===== config.mk =====
export PLATFORM = sky130hd
export DESIGN_NAME = rtcr_top
export DESIGN_NICKNAME = d
export VERILOG_FILES = /design/src/rtl/rtcr_pkg.sv /design/src/rtl/rtcr_top.sv
export SDC_FILE = /design/constraint.sdc
export NUM_CORES = 1
export LEC_CHECK = 0
export BUFFER_PORTS_ARGS = -buffer_cell sky130_fd_sc_hd__buf_2
export CAP_MARGIN = 0
export CORE_MARGIN = 2
export CORE_UTILIZATION = 30
export DETAILED_ROUTE_END_ITERATION = 6
export GPL_TIMING_DRIVEN = 0
export RECOVER_POWER = 50
export SYNTH_ARGS = -nofsm -noshare
export SYNTH_HDL_FRONTEND = slang
export SYNTH_SLANG_ARGS = --single-unit

===== constraint.sdc =====
create_clock -name aclk -period 4.3 [get_ports aclk]
set_input_delay 0.43 -clock aclk [delete_from_list [all_inputs] [get_ports aclk]]
set_output_delay 0.43 -clock aclk [all_outputs]
set_load 0.01 [all_outputs]

===== src/rtl/rtcr_pkg.sv =====
/*
 * constants for the second regulator's control registers: register
 * indices, field positions, reset values, codes and voltage steps.
 * assumes a 32-bit axi4-lite register port; byte address = index * 4.
 */
`default_nettype none
package rtcr_pkg;
   // register indices (byte address is four times the index)
   localparam logic [15:0] RTCR_IDX_CTRL  = 16'h406B;
   localparam logic [15:0] RTCR_IDX_ON    = 16'h406C;
   localparam logic [15:0] RTCR_IDX_SLEEP = 16'h406D;
   localparam logic [15:0] RTCR_IDX_STAT  = 16'h4070;
   localparam logic [15:0] RTCR_IDX_MASK  = 16'h4071;
   localparam logic [15:0] RTCR_IDX_STATE = 16'h4072;
   // control register fields
   localparam int RTCR_ACT_LSB   = 14;
   localparam int RTCR_SRC_LSB   = 11;
   localparam int RTCR_VPICK_BIT = 10;
   localparam int RTCR_HMODE_LSB = 8;
   localparam int RTCR_FLT_BIT   = 7;
   localparam int RTCR_SWI_BIT   = 6;
   localparam int RTCR_LPV_BIT   = 0;
   // on-control and sleep fields
   localparam int RTCR_SLOT_LSB  = 13;
   localparam int RTCR_ONM_BIT   = 8;
   localparam int RTCR_VSEL_LSB  = 0;
   // reset values and writable bits
   localparam logic [15:0] RTCR_CTRL_RST = 16'h0200;
   localparam logic [15:0] RTCR_ON_RST   = 16'h0000;
   localparam logic [15:0] RTCR_SLP_RST  = 16'h0000;
   localparam logic [15:0] RTCR_CTRL_WM  = 16'hDFC1;
   localparam logic [15:0] RTCR_ON_WM    = 16'hE11F;
   localparam logic [15:0] RTCR_SLP_WM   = 16'h001F;
   localparam logic [1:0]  RTCR_ST_RST   = 2'h0;
   // status bits: undervoltage seen, regulator shut down by fault
   localparam int RTCR_ST_UV   = 0;
   localparam int RTCR_ST_SHDN = 1;
   // field codes
   localparam logic [1:0] RTCR_ACT_SHDN = 2'h1;
   localparam logic [1:0] RTCR_ACT_RST  = 2'h2;
   localparam logic [1:0] RTCR_SRC_ONE  = 2'h1;
   localparam logic [1:0] RTCR_SRC_TWO  = 2'h2;
   localparam logic [1:0] RTCR_SRC_ANY  = 2'h3;
   localparam logic [1:0] RTCR_HM_OFF   = 2'h1;
   localparam logic [1:0] RTCR_HM_ONM   = 2'h3;
   localparam logic [2:0] RTCR_SLOT_NONE = 3'h0;
   localparam logic [2:0] RTCR_SLOT_LAST = 3'h5;
   localparam logic [2:0] RTCR_SLOT_HE1  = 3'h6;
   localparam logic [2:0] RTCR_SLOT_HE2  = 3'h7;
   // voltage code to millivolts
   localparam logic [4:0]  RTCR_VLO_MAX  = 5'h0E;
   localparam logic [4:0]  RTCR_VHI_MIN  = 5'h0F;
   localparam logic [11:0] RTCR_MV_LO    = 12'h384;
   localparam logic [11:0] RTCR_STEP_LO  = 12'h032;
   localparam logic [11:0] RTCR_MV_HI    = 12'h6A4;
   localparam logic [11:0] RTCR_STEP_HI  = 12'h064;
   // bus answers
   localparam logic [1:0] RTCR_OKAY   = 2'h0;
   localparam logic [1:0] RTCR_SLVERR = 2'h2;
   // regulator operating mode
   typedef enum logic [1:0] {RTCR_NORMAL, RTCR_LOWPWR, RTCR_OFF} rtcr_mode_e;
endpackage : rtcr_pkg
`default_nettype wire


===== src/rtl/rtcr_top.sv =====
/*
 * control-register logic of the second low-dropout regulator: axi4-lite
 * register slave, undervoltage handling with interrupt, hardware control
 * overrides, power-up slot enable and the resulting regulator settings.
 * assumes hardware control/enable and fault inputs are asynchronous pins
 * and the sequencer slot strobe comes from logic on aclk.
 */
// Chosen here: register access over AXI4-Lite.
`default_nettype none
module rtcr_top
   import rtcr_pkg::*;
(
   // clock and reset
   input  wire  logic        aclk,
   input  wire  logic        aresetn,
   // axi4-lite write address and data
   input  wire  logic [17:0] awaddr,
   input  wire  logic        awvalid,
   output logic              awready,
   input  wire  logic [31:0] wdata,
   input  wire  logic [3:0]  wstrb,
   input  wire  logic        wvalid,
   output logic              wready,
   // axi4-lite write response
   output logic [1:0]        bresp,
   output logic              bvalid,
   input  wire  logic        bready,
   // axi4-lite read
   input  wire  logic [17:0] araddr,
   input  wire  logic        arvalid,
   output logic              arready,
   output logic [31:0]       rdata,
   output logic [1:0]        rresp,
   output logic              rvalid,
   input  wire  logic        rready,
   // hardware pins (asynchronous)
   input  wire  logic        hw_ctrl1,
   input  wire  logic        hw_ctrl2,
   input  wire  logic        hw_en1,
   input  wire  logic        hw_en2,
   input  wire  logic        undervolt_det,
   // power-up sequencer (same clock)
   input  wire  logic        seq_slot_valid,
   input  wire  logic [2:0]  seq_slot_num,
   input  wire  logic        seq_shutdown,
   // regulator settings
   output logic              reg_enable,
   output rtcr_mode_e        reg_mode,
   output logic              reg_lp_variant,
   output logic [4:0]        reg_vsel,
   output logic [11:0]       reg_target_mv,
   output logic              reg_discharge,
   output logic              reg_switch_mode,
   // system
   output logic              device_reset_req,
   output logic              irq
);

   // registers
   logic [15:0] ctrl_q;              // regulator_two_control
   logic [15:0] on_q;                // regulator_two_on_control
   logic [15:0] slp_q;               // sleep voltage holder
   logic [1:0]  stat_q;              // sticky events
   logic [1:0]  mask_q;              // interrupt enables
   // bus state
   logic        aw_full_q;
   logic        w_full_q;
   logic [15:0] aw_idx_q;
   logic [31:0] w_data_q;
   logic [3:0]  w_strb_q;
   logic        bvalid_q;
   logic [1:0]  bresp_q;
   logic        rvalid_q;
   logic [31:0] rdata_q;
   logic [1:0]  rresp_q;
   // pin synchronisers: first stage read only by the second
   logic [4:0]  pin_s1_q;
   logic [4:0]  pin_s2_q;
   logic        uv_prev_q;
   // fault and sequencer state
   logic        shdn_q;              // regulator held off by fault
   logic        seq_on_q;            // enabled by its timeslot
   logic        rst_req_q;
   // output flops
   logic        en_q;
   rtcr_mode_e  mode_q;
   logic        lpv_q;
   logic [4:0]  vsel_q;
   logic [11:0] mv_q;
   logic        dis_q;
   logic        swi_q;

   // field views
   logic [1:0]  act;
   logic [1:0]  src;
   logic [1:0]  hmode;
   logic [2:0]  slot;
   logic        hc1_s, hc2_s, he1_s, he2_s, uv_s;
   logic        uv_rise;
   logic        hwc_act;
   logic        wr_go;
   logic [15:0] wmask;
   logic [1:0]  st_clr;
   logic        en_d;
   rtcr_mode_e  mode_d;
   logic [4:0]  vsel_d;

   assign act   = ctrl_q[RTCR_ACT_LSB +: 2];
   assign src   = ctrl_q[RTCR_SRC_LSB +: 2];
   assign hmode = ctrl_q[RTCR_HMODE_LSB +: 2];
   assign slot  = on_q[RTCR_SLOT_LSB +: 3];
   assign {uv_s, he2_s, he1_s, hc2_s, hc1_s} = pin_s2_q;
   assign uv_rise = uv_s & ~uv_prev_q;

   // two-flop synchronisers for all pins, plus edge memory for the fault
   always_ff @(posedge aclk) begin
      if (!aresetn) begin
         pin_s1_q  <= 5'h0_0;
         pin_s2_q  <= 5'h0_0;
         uv_prev_q <= 1'b0;
      end else begin
         pin_s1_q  <= {undervolt_det, hw_en2, hw_en1, hw_ctrl2, hw_ctrl1};
         pin_s2_q  <= pin_s1_q;
         uv_prev_q <= uv_s;
      end
   end

   // bus handshakes: one write and one read in flight
   assign awready = ~aw_full_q & ~bvalid_q;
   assign wready  = ~w_full_q & ~bvalid_q;
   assign arready = ~rvalid_q;
   assign bvalid  = bvalid_q;
   assign bresp   = bresp_q;
   assign rvalid  = rvalid_q;
   assign rdata   = rdata_q;
   assign rresp   = rresp_q;
   assign wr_go   = aw_full_q & w_full_q & ~bvalid_q;
   // only the two low byte lanes reach 16-bit registers
   assign wmask   = {{8{w_strb_q[1]}}, {8{w_strb_q[0]}}};

   // address and data may arrive in either order; hold each until both
   always_ff @(posedge aclk) begin
      if (!aresetn) begin
         aw_full_q <= 1'b0;
         w_full_q  <= 1'b0;
         aw_idx_q  <= 16'h0000;
         w_data_q  <= 32'h0000_0000;
         w_strb_q  <= 4'h0;
         bvalid_q  <= 1'b0;
         bresp_q   <= RTCR_OKAY;
      end else begin
         if (awvalid && awready) begin
            aw_full_q <= 1'b1;
            aw_idx_q  <= awaddr[17:2];
         end else if (wr_go) begin
            aw_full_q <= 1'b0;
         end
         if (wvalid && wready) begin
            w_full_q <= 1'b1;
            w_data_q <= wdata;
            w_strb_q <= wstrb;
         end else if (wr_go) begin
            w_full_q <= 1'b0;
         end
         if (wr_go) begin
            bvalid_q <= 1'b1;
            // unmapped and read-only targets answer with an error
            unique case (aw_idx_q)
               RTCR_IDX_CTRL, RTCR_IDX_ON, RTCR_IDX_SLEEP,
               RTCR_IDX_STAT, RTCR_IDX_MASK: bresp_q <= RTCR_OKAY;
               default:                      bresp_q <= RTCR_SLVERR;
            endcase
         end else if (bready) begin
            bvalid_q <= 1'b0;
         end
      end
   end

   // configuration registers, reset to their listed defaults
   always_ff @(posedge aclk) begin
      if (!aresetn) begin
         ctrl_q <= RTCR_CTRL_RST;
         on_q   <= RTCR_ON_RST;
         slp_q  <= RTCR_SLP_RST;
         mask_q <= RTCR_ST_RST;
      end else if (wr_go) begin
         unique case (aw_idx_q)
            RTCR_IDX_CTRL:
               ctrl_q <= (ctrl_q & ~(wmask & RTCR_CTRL_WM))
                       | (w_data_q[15:0] & wmask & RTCR_CTRL_WM);
            RTCR_IDX_ON:
               on_q <= (on_q & ~(wmask & RTCR_ON_WM))
                     | (w_data_q[15:0] & wmask & RTCR_ON_WM);
            RTCR_IDX_SLEEP:
               slp_q <= (slp_q & ~(wmask & RTCR_SLP_WM))
                      | (w_data_q[15:0] & wmask & RTCR_SLP_WM);
            RTCR_IDX_MASK:
               if (w_strb_q[0]) mask_q <= w_data_q[1:0];
            default: ;
         endcase
      end
   end

   // read path; the state word shows the live regulator settings
   always_ff @(posedge aclk) begin
      if (!aresetn) begin
         rvalid_q <= 1'b0;
         rdata_q  <= 32'h0000_0000;
         rresp_q  <= RTCR_OKAY;
      end else if (arvalid && arready) begin
         rvalid_q <= 1'b1;
         rresp_q  <= RTCR_OKAY;
         unique case (araddr[17:2])
            RTCR_IDX_CTRL:  rdata_q <= {16'h0000, ctrl_q};
            RTCR_IDX_ON:    rdata_q <= {16'h0000, on_q};
            RTCR_IDX_SLEEP: rdata_q <= {16'h0000, slp_q};
            RTCR_IDX_STAT:  rdata_q <= {30'h0000_0000, stat_q};
            RTCR_IDX_MASK:  rdata_q <= {30'h0000_0000, mask_q};
            RTCR_IDX_STATE:
               rdata_q <= {16'h0000, 1'b0, shdn_q, seq_on_q, hwc_act,
                           en_q, mode_q, lpv_q, dis_q, swi_q, 1'b0, vsel_q};
            default: begin
               rdata_q <= 32'h0000_0000;
               rresp_q <= RTCR_SLVERR;
            end
         endcase
      end else if (rready) begin
         rvalid_q <= 1'b0;
      end
   end

   // write-one-to-clear; a new event in the same cycle wins
   assign st_clr = (wr_go && aw_idx_q == RTCR_IDX_STAT && w_strb_q[0])
                   ? w_data_q[1:0] : 2'h0;

   // sticky status and fault reaction
   always_ff @(posedge aclk) begin
      if (!aresetn) begin
         stat_q    <= RTCR_ST_RST;
         shdn_q    <= 1'b0;
         rst_req_q <= 1'b0;
      end else begin
         // interrupt whatever the action, ignore included
         stat_q[RTCR_ST_UV] <= uv_rise | (stat_q[RTCR_ST_UV]
                               & ~st_clr[RTCR_ST_UV]);
         stat_q[RTCR_ST_SHDN] <= (uv_rise && act == RTCR_ACT_SHDN)
                                 | (stat_q[RTCR_ST_SHDN] & ~st_clr[RTCR_ST_SHDN]);
         // the fault shutdown holds until software clears its flag
         if (uv_rise && act == RTCR_ACT_SHDN) begin
            shdn_q <= 1'b1;
         end else if (st_clr[RTCR_ST_SHDN]) begin
            shdn_q <= 1'b0;
         end
         // reserved code 11 is treated like ignore
         rst_req_q <= uv_rise && act == RTCR_ACT_RST;
      end
   end
   assign device_reset_req = rst_req_q;
   assign irq = |(stat_q & mask_q);

   // timed enable latches at the matching sequencer slot
   always_ff @(posedge aclk) begin
      if (!aresetn) begin
         seq_on_q <= 1'b0;
      end else if (seq_shutdown) begin
         seq_on_q <= 1'b0;
      end else if (seq_slot_valid && seq_slot_num == slot
                   && slot != RTCR_SLOT_NONE && slot <= RTCR_SLOT_LAST) begin
         seq_on_q <= 1'b1;
      end
   end

   // selected hardware control input; deassert returns to on settings
   always_comb begin
      unique case (src)
         RTCR_SRC_ONE: hwc_act = hc1_s;
         RTCR_SRC_TWO: hwc_act = hc2_s;
         RTCR_SRC_ANY: hwc_act = hc1_s | hc2_s;
         default:      hwc_act = 1'b0;
      endcase
   end

   // effective enable, mode and voltage code
   always_comb begin
      unique case (slot)
         RTCR_SLOT_NONE: en_d = 1'b0;
         RTCR_SLOT_HE1:  en_d = he1_s;
         RTCR_SLOT_HE2:  en_d = he2_s;
         default:        en_d = seq_on_q;
      endcase
      if (shdn_q || (hwc_act && hmode == RTCR_HM_OFF)) begin
         en_d = 1'b0;
      end
      if (hwc_act && hmode != RTCR_HM_ONM) begin
         mode_d = RTCR_LOWPWR;
      end else if (on_q[RTCR_ONM_BIT]) begin
         mode_d = RTCR_LOWPWR;
      end else begin
         mode_d = RTCR_NORMAL;
      end
      if (!en_d) begin
         mode_d = RTCR_OFF;
      end
      vsel_d = (hwc_act && ctrl_q[RTCR_VPICK_BIT])
               ? slp_q[RTCR_VSEL_LSB +: 5] : on_q[RTCR_VSEL_LSB +: 5];
   end

   // registered regulator settings
   always_ff @(posedge aclk) begin
      if (!aresetn) begin
         en_q   <= 1'b0;
         mode_q <= RTCR_OFF;
         lpv_q  <= 1'b0;
         vsel_q <= 5'h00;
         mv_q   <= RTCR_MV_LO;
         dis_q  <= 1'b1;
         swi_q  <= 1'b0;
      end else begin
         en_q   <= en_d;
         mode_q <= mode_d;
         lpv_q  <= ctrl_q[RTCR_LPV_BIT];
         vsel_q <= vsel_d;
         // linear low range, then coarse high range
         if (vsel_d <= RTCR_VLO_MAX) begin
            mv_q <= RTCR_MV_LO + 12'(vsel_d) * RTCR_STEP_LO;
         end else begin
            mv_q <= RTCR_MV_HI + 12'(vsel_d - RTCR_VHI_MIN) * RTCR_STEP_HI;
         end
         dis_q  <= ~en_d & ~ctrl_q[RTCR_FLT_BIT];
         swi_q  <= ctrl_q[RTCR_SWI_BIT];
      end
   end
   assign reg_enable      = en_q;
   assign reg_mode        = mode_q;
   assign reg_lp_variant  = lpv_q;
   assign reg_vsel        = vsel_q;
   assign reg_target_mv   = mv_q;
   assign reg_discharge   = dis_q;
   assign reg_switch_mode = swi_q;

   // checks
   chk_uv_irq_flag: assert property (@(posedge aclk) disable iff (!aresetn)
      uv_rise |=> stat_q[RTCR_ST_UV]) else $error("undervoltage flag not set");
   chk_uv_reset_pulse: assert property (@(posedge aclk) disable iff (!aresetn)
      uv_rise && act == RTCR_ACT_RST |=> device_reset_req ##1 !device_reset_req)
      else $error("reset request wrong");
   chk_uv_shut_off: assert property (@(posedge aclk) disable iff (!aresetn)
      uv_rise && act == RTCR_ACT_SHDN |=> ##1 !reg_enable)
      else $error("regulator not shut down");
   chk_hwc_off_mode: assert property (@(posedge aclk) disable iff (!aresetn)
      hwc_act && hmode == RTCR_HM_OFF |=> reg_mode == RTCR_OFF)
      else $error("hardware off ignored");
   chk_vsel_sleep_pick: assert property (@(posedge aclk) disable iff (!aresetn)
      hwc_act && ctrl_q[RTCR_VPICK_BIT] |=> reg_vsel == $past(slp_q[4:0]))
      else $error("sleep voltage not picked");
   chk_src_none: assert property (@(posedge aclk) disable iff (!aresetn)
      src == 2'h0 |=> reg_vsel == $past(on_q[4:0]))
      else $error("override without source");
   chk_onmode_lp: assert property (@(posedge aclk) disable iff (!aresetn)
      !hwc_act && en_d && on_q[RTCR_ONM_BIT] |=> reg_mode == RTCR_LOWPWR)
      else $error("on mode not applied");
   chk_slot_hw_en: assert property (@(posedge aclk) disable iff (!aresetn)
      slot == RTCR_SLOT_HE1 && !shdn_q && !hwc_act |=> reg_enable == $past(he1_s))
      else $error("hardware enable ignored");
   chk_slot_never: assert property (@(posedge aclk) disable iff (!aresetn)
      slot == RTCR_SLOT_NONE |=> !reg_enable) else $error("enabled at slot 0");
   chk_discharge_off: assert property (@(posedge aclk) disable iff (!aresetn)
      !reg_enable && !$past(ctrl_q[RTCR_FLT_BIT]) |-> reg_discharge)
      else $error("no discharge when off");
   chk_volt_points: assert property (@(posedge aclk) disable iff (!aresetn)
      reg_vsel == 5'h1F |-> reg_target_mv == 12'hCE4) else $error("bad 3.3V point");
   chk_lp_variant: assert property (@(posedge aclk) disable iff (!aresetn)
      ##1 reg_lp_variant == $past(ctrl_q[RTCR_LPV_BIT])) else $error("variant lost");

endmodule : rtcr_top
`default_nettype wire


==> impl_metrics.ini, run 1 <==
[placed_design]
routabilityCongestion = 0.8442
place_area_sq_mm = 0.007186
io_buffers = 110
dp_slack_ns = -0.4876
dp_hpwl_um = 12910
place_inst = 1104

[power]
seqPwrFrac_pct = 38.9
p_clk_share_pct = 54.7
switching_share_pct = 21.63
p_switching_uw = 641.2
vdd.ir_drop.worst_v = 0.0002809
leakage_nw = 3.519
combinationalPowerShare_pct = 6.5
power.density_mw_per_mm2 = 364.0
p_int_mw = 2.323

[grt]
grt_pass1_wl_um = 26690
first_global_vias = 5062
antenna_found_initial = 1
grt_max_degree = 17
overflow = 0
track_usage_pct = 15.57

[clocking]
clk_pin_slew_ns = 0.05
cts_buffer_depth = 2
numCtsBuffers = 17
cts_htree_levels = 4
root_buffer = clkbuf_16
cts_sinks = 118
cts_tree = yes
clock_latency_ns = 0.41

[sta]
setup_viol = 0
fin_skew_ns = 0.005478
finalHoldViolCount = 0
slew_headroom_pct = 45.74
period_needed_ns = 4.148
post-route-period-util_pct = 96.47
holdWs_ns = 0.1928
fmax_mhz = 241.1
drv_slew = 0
worstMarginPinSlew_ns = 0.8085
tns_ns = 0
worst_slack_ns = 0.1518

[synth]
yosys_warnings = 0
synth_seq_area_share_pct = 37.94
syn_inst = 705
synth_edf_count = 0
async_flop_share_pct = 0
synth.ff_latch_count = 118
ys.flop_type = dfxtp_1
synth.distinct_cells = 71
synth.avg_cell_area_sq_um = 8.831
syn_area_sq_mm = 0.006226

[floorplan]
initial_core_util_pct = 30.67
rows = 52
ios = 155
dieArea_sq_mm = 0.02192
core_sq_mm = 0.02030
die_w_um = 148.1
die_h_um = 148.1

[route]
ant_nets = 0
drc_errors = 0
avgRoutedWirePerCell_um = 14.68
via_per_inst = 4.679
routed_wl_um = 16940
dr.pass1.iters = 6
num_vias = 5399
drtIter0Drc = 352

[layout]
finalNonFillerCells = 1154
regArea_sq_mm = 0.002369
multi_input_area_sq_mm = 0.003659
stdcell_area_sq_mm = 0.008145
fillers = 2091
drive_above_1_share_pct = 25.93
layout.nets = 995
syn_to_final_growth_pct = 30.83

[setup_path]
path_cells = a22o_4 -> nand2_4 -> buf_12 -> mux2i_4 -> inv_2 -> ha_4 -> xnor2_2 -> ha_1 -> ha_1 -> ha_1 -> inv_1 -> fa_2 -> o311ai_0 -> o31ai_2 -> nand2_1 -> xnor2_2 -> o31ai_2
cp_common_cell = ha_1
critPathRequiredTime_ns = 4.63
cp_max_fo = 9
path_class = reg2reg
worstSetupStartpointType = register
crit_path_end_kind = register
reg2reg_slack_ns = 0.15
cp.arrival_ns = 4.48
crit_slowest_cell = fa_2
slowest_delay_ns = 0.56

[hold_path]
hp-class = in2reg

[job]
max_cap_violations = 0

[status]
status = finished clean
-- placed cells by master (no fill, tap or decap), types with 4 or more instances in the layout --
master     synthesis  final
ha_4               0      4
clkbuf_1          24     39
and2_1            27     20
buf_4             22     39
a31oi_1            5      4
nand2b_1           7      7
clkbuf_16          0     17
buf_2              4     98
xnor2_1           19     16
nor3b_1           10     10
mux2i_1           33     32
clkinv_2           0      4
nand3_1           12     12
nor4_4             4      4
bufinv_16          0      6
inv_2              5      6
inv_1             29     27
nor3_1             9      8
o21ai_1           10     10
nand2_1          108    106
o21ai_0            7      7
conb_1             1     20
xor2_1            11     10
a21oi_1           48     46
nor2b_1           11     11
a21boi_1           8      8
and2_0             0      6
a221oi_1           6      6
mux2_4             4      4
a21boi_0           6      6
ha_1              30     25
fa_1               6      5
dfxtp_1          118    115
a22oi_1            7      7
nor2_1            55     55
nor4b_2            4      4
-- cell families (layout without fill, tap and decap cells) --
group                    count (synthesis)  after routing  synth area share (%)
other                                    1             21               0.06023
adder cells (fa/ha/maj)                 36             36                 7.958
AND/OR/NAND/NOR                        262            262                 21.54
multiplexers                            41             41                 7.074
XOR/XNOR                                30             30                 4.220
buffers and inverters                   86            245                 6.833
AO/OA/AOI/OAI                          131            131                 14.37
flip-flops                             118            118                 37.94
-- layout make-up --
class / count / share of cell area, %
Multi-Input combinational cell: 520 / 44.92
Sequential cell: 118 / 29.08
Timing Repair Buffer: 127 / 8.095
Clock buffer: 19 / 5.561
Tap cell: 270 / 4.147
Buffer: 52 / 3.794
Clock inverter: 13 / 2.780
Inverter: 34 / 1.598
Antenna cell: 1 / 0.03072
-- timing repair --
| action | in CTS | in global routing |
|---|---|---|
| pin swaps | 2 | 6 |
| hold buffers | 0 | 0 |
| endpoints found under the setup margin | 3 | 3 |
| resized for setup | 17 | 19 |
| hold endpoints to repair | 0 | 0 |
| cloned | 0 | 0 |
| setup buffers | 4 | 13 |
-- per-layer routing --
layer / track usage (%) / up-vias / part of all wire (%)
met5: 0 / - / 0
met4: 4.810 / 0 / 2.0
met3: 4.509 / 24 / 7.0
met2: 23.29 / 188 / 42
met1: 21.70 / 2470 / 49
li1: - / 2717 / -
-- critical path, delay by kind of cell (launching register included) --
family                     cells  cell delay, ns
AOI/OAI and AO/OA              4            0.89
and+or+nand+nor                2            0.27
xor gates and xnor gates       2            0.30
muxes                          1            0.25
adders and majority gates      5            1.67
DFF                            1            0.36
buffers and inverters          3            0.32
-- per-stage QoR --
| step | util, % | power (mW) |
|---|---|---|
| after CTS | 39.30 | 2.989 |
| final | 40.13 | 2.965 |
| after global routing | 40.11 | 3.078 |
| after global placement | 35.40 | 1.367 |
| after floorplan | - | 1.287 |
| after detailed placement | 35.40 | 1.368 |
-- worst paths after layout --
check / startpoint / endpoint / depth (start not counted)
max: register / reg_target_mv[11] / 17
min: seq_shutdown / seq_on_q / 2
min reg2reg: pin_s1_q[3] / pin_s2_q[3] / 1
max reg2reg: register / reg_target_mv[11] / 17
-- power groups by stage --
stage	clock, mW	sequential (mW)	combinational [mW]
2_1_floorplan	0	1.17	0.115
3_3_place_gp	0	1.17	0.192
3_5_place_dp	0	1.18	0.193
4_1_cts	1.64	1.15	0.194
5_1_grt	1.71	1.16	0.217
6_report	1.62	1.15	0.191
-- synthesized netlist by cell type (all sizes together), types with 2 or more instances --
master   instances  share of area [%]
nor2b           11                1.1
nor4b            4               0.96
o211ai           2               0.24
a222oi           3               0.48
o211a            2               0.32
a31oi            5               0.50
nand2          109                6.7
fa               6                1.9
and2            27                2.7
o21ai           18                1.5
clkbuf          24                1.4
a221oi           7                1.1
or2              2               0.20
nand2b           7               0.70
o31ai            3               0.52
a21oi           49                4.0
a21boi          14                1.7
nor2            55                3.3
a22o             2               0.42
nor3            10               0.88
buf             28                3.3
o21bai           2               0.24
a211oi           4               0.56
nand3           13                1.1
ha              30                6.0
nor3b           10                1.2
xnor2           19                2.7
or3              2               0.20
mux2i           35                5.7
xor2            11                1.5
dfxtp          118                 38
o2111ai          2               0.28
nor4             6                1.7
a22oi            8                1.0
mux2             6                1.3
a21o             2               0.24
inv             34                2.0
or3b             3               0.42
No activity file was read; power rests on OpenSTA's default activity.
==> run 2: changes to the inputs <==
==> constraint.sdc (replaced) <==
create_clock -name aclk -period 4.1 [get_ports aclk]
set_input_delay 0.205 -clock aclk [delete_from_list [all_inputs] [get_ports aclk]]
set_output_delay 0.205 -clock aclk [all_outputs]
set_load 0.01 [all_outputs]
==> impl_metrics.ini, run 2 (synthesis gave the netlist of run 1 again) <==
[sta]
slew_headroom_pct = 22.19
drv_slew = 0
tns_ns = 0
fin_skew_ns = 0.009066
finalHoldViolCount = 0
worstMarginPinSlew_ns = 1.155
post-route-period-util_pct = 96.85
setup_viol = 0
period_needed_ns = 3.971
fmax_mhz = 251.8
holdWs_ns = 0.02712

[clocking]
cts_buffer_depth = 2
root_buffer = clkbuf_16
numCtsBuffers = 17
cts_sinks = 118
clk_pin_slew_ns = 0.05
clock_latency_ns = 0.41
cts_htree_levels = 4
cts_tree = yes

[route]
num_vias = 5444
via_per_inst = 4.685
dr.pass1.iters = 4
drc_errors = 0
drtIter0Drc = 457
ant_nets = 0
routed_wl_um = 16970
avgRoutedWirePerCell_um = 14.61

[grt]
met3_usage_pct = 4.816
track_usage_pct = 15.59
overflow = 0
met1_usage_pct = 21.19
first_global_vias = 5161
antenna_found_initial = 1
grtUsageMet2_pct = 24.21
busiest_layer = met2
grt_max_degree = 17
grt_pass1_wl_um = 26720

[layout]
syn_to_final_growth_pct = 30.65
fillers = 2077
regArea_sq_mm = 0.002371
layout_common_cells = dfxtp_1 (115), nand2_1 (106), clkbuf_1 (72)
antenna_cells = 0
layout.nets = 1004
final_common_cell = dfxtp_1
multi_input_area_sq_mm = 0.003701
drive_above_1_share_pct = 22.76

[job]
max_cap_violations = 0

[setup_path]
worst_path_dominant_cell_family = adder cells
path_buf_inv = 2
slowest_delay_ns = 0.37
r2r_cells = 18
critPathRequiredTime_ns = 4.42
path_cells = a22o_4 -> nand2_8 -> mux2i_4 -> inv_2 -> ha_4 -> xnor2_2 -> ha_1 -> ha_1 -> ha_1 -> inv_1 -> fa_2 -> nand2b_1 -> a21oi_2 -> xor2_1 -> nor2_1 -> nand2_1 -> xnor2_1 -> o31ai_2
worstSetupStartpointType = register
r2r-end = reg_target_mv[11]
reg2reg_slack_ns = 0.13
cp.arrival_ns = 4.30
crit_slowest_cell = fa_2
path_class = reg2reg
crit_path_end_kind = register
cp_max_fo = 9
cp_common_cell = ha_1

[power]
leakage_nw = 3.368
power.density_mw_per_mm2 = 352.4
vdd.ir_drop.worst_v = 0.0002583

[hold_path]
hold_end = pin_s1_q[4]
hold_start = undervolt_det
holdPathStages = 2
hp-class = in2reg

[floorplan]
die_h_um = 148.1
dieArea_sq_mm = 0.02192
ios = 155
initial_core_util_pct = 30.67
core_sq_mm = 0.02030
rows = 52
die_w_um = 148.1

[placed_design]
dp_hpwl_um = 12710
io_buffers = 110
routabilityCongestion = 0.8024

[status]
status = finished clean
[run 2: changes by cell type in the layout (fill, tap and decap cells not counted), sizes merged]
| cell | change |
|---|---|
| bufinv | -4 |
| clkinvlp | +2 |
| diode | -1 |
| clkbuf | +33 |
| buf | -28 |
| dlygate4sd3 | +6 |
[run 2: timing repair]
| item | in CTS | in global routing |
|---|---|---|
| hold buffers | 6 | 0 |
| gates cloned | 0 | 0 |
| setup endpoints to repair | 5 | 3 |
| setup buffers | 10 | 11 |
| hold endpoints to repair | 6 | 0 |
| resized for setup | 28 | 14 |
| pin swaps | 10 | 10 |
[run 2: power breakdown]
part           internal [mW]  total [mW]  switching (mW)
Combinational         0.0850       0.202           0.117
Clock                  0.941        1.46           0.516
Sequential              1.18        1.21          0.0243
[run 2: worst max path at each step]
stage | from | endpoint | slack, ns | cells past startpoint
6_report | register | reg_target_mv[11] | 0.13 | 18
2_1_floorplan | register | reg_target_mv[11] | 0.006 | 17
5_1_grt | register | reg_target_mv[11] | -0.008 | 21
3_5_place_dp | register | reg_target_mv[11] | -0.61 | 17
4_1_cts | register | reg_target_mv[11] | 0.01 | 19
3_3_place_gp | register | reg_target_mv[11] | -0.56 | 17
[run 2: routing by layer]
layer  wire (um)  share of wire [%]
met1        7934                 47
met2        7487                 44
met3        1322                7.8
met4         216                1.3
met5          11              0.065
[run 2: layout make-up]
type	instances	share of cell area [%]
Buffer	51	3.553
Clock buffer	21	5.784
Clock inverter	11	1.538
Inverter	34	1.600
Multi-Input combinational cell	520	45.50
Sequential cell	118	29.15
Tap cell	270	4.153
Timing Repair Buffer	137	8.722
[run 2: per-stage QoR]
step | setup WS [ns] | area [sq um] | power (mW) | std cells | utilization, %
finish | 0.1290 | 8134 | 2.867 | 1162 | 40.07
global route | -0.007950 | 8134 | 2.981 | 1162 | 40.07
CTS | 0.01475 | 8053 | 2.900 | 1152 | 39.67
detailed placement | -0.6051 | 7189 | 1.434 | 1104 | 35.42
global placement | -0.5629 | 7189 | 1.433 | 1104 | 35.42
floorplan | 0.005806 | 6301 | 1.350 | 724 | -
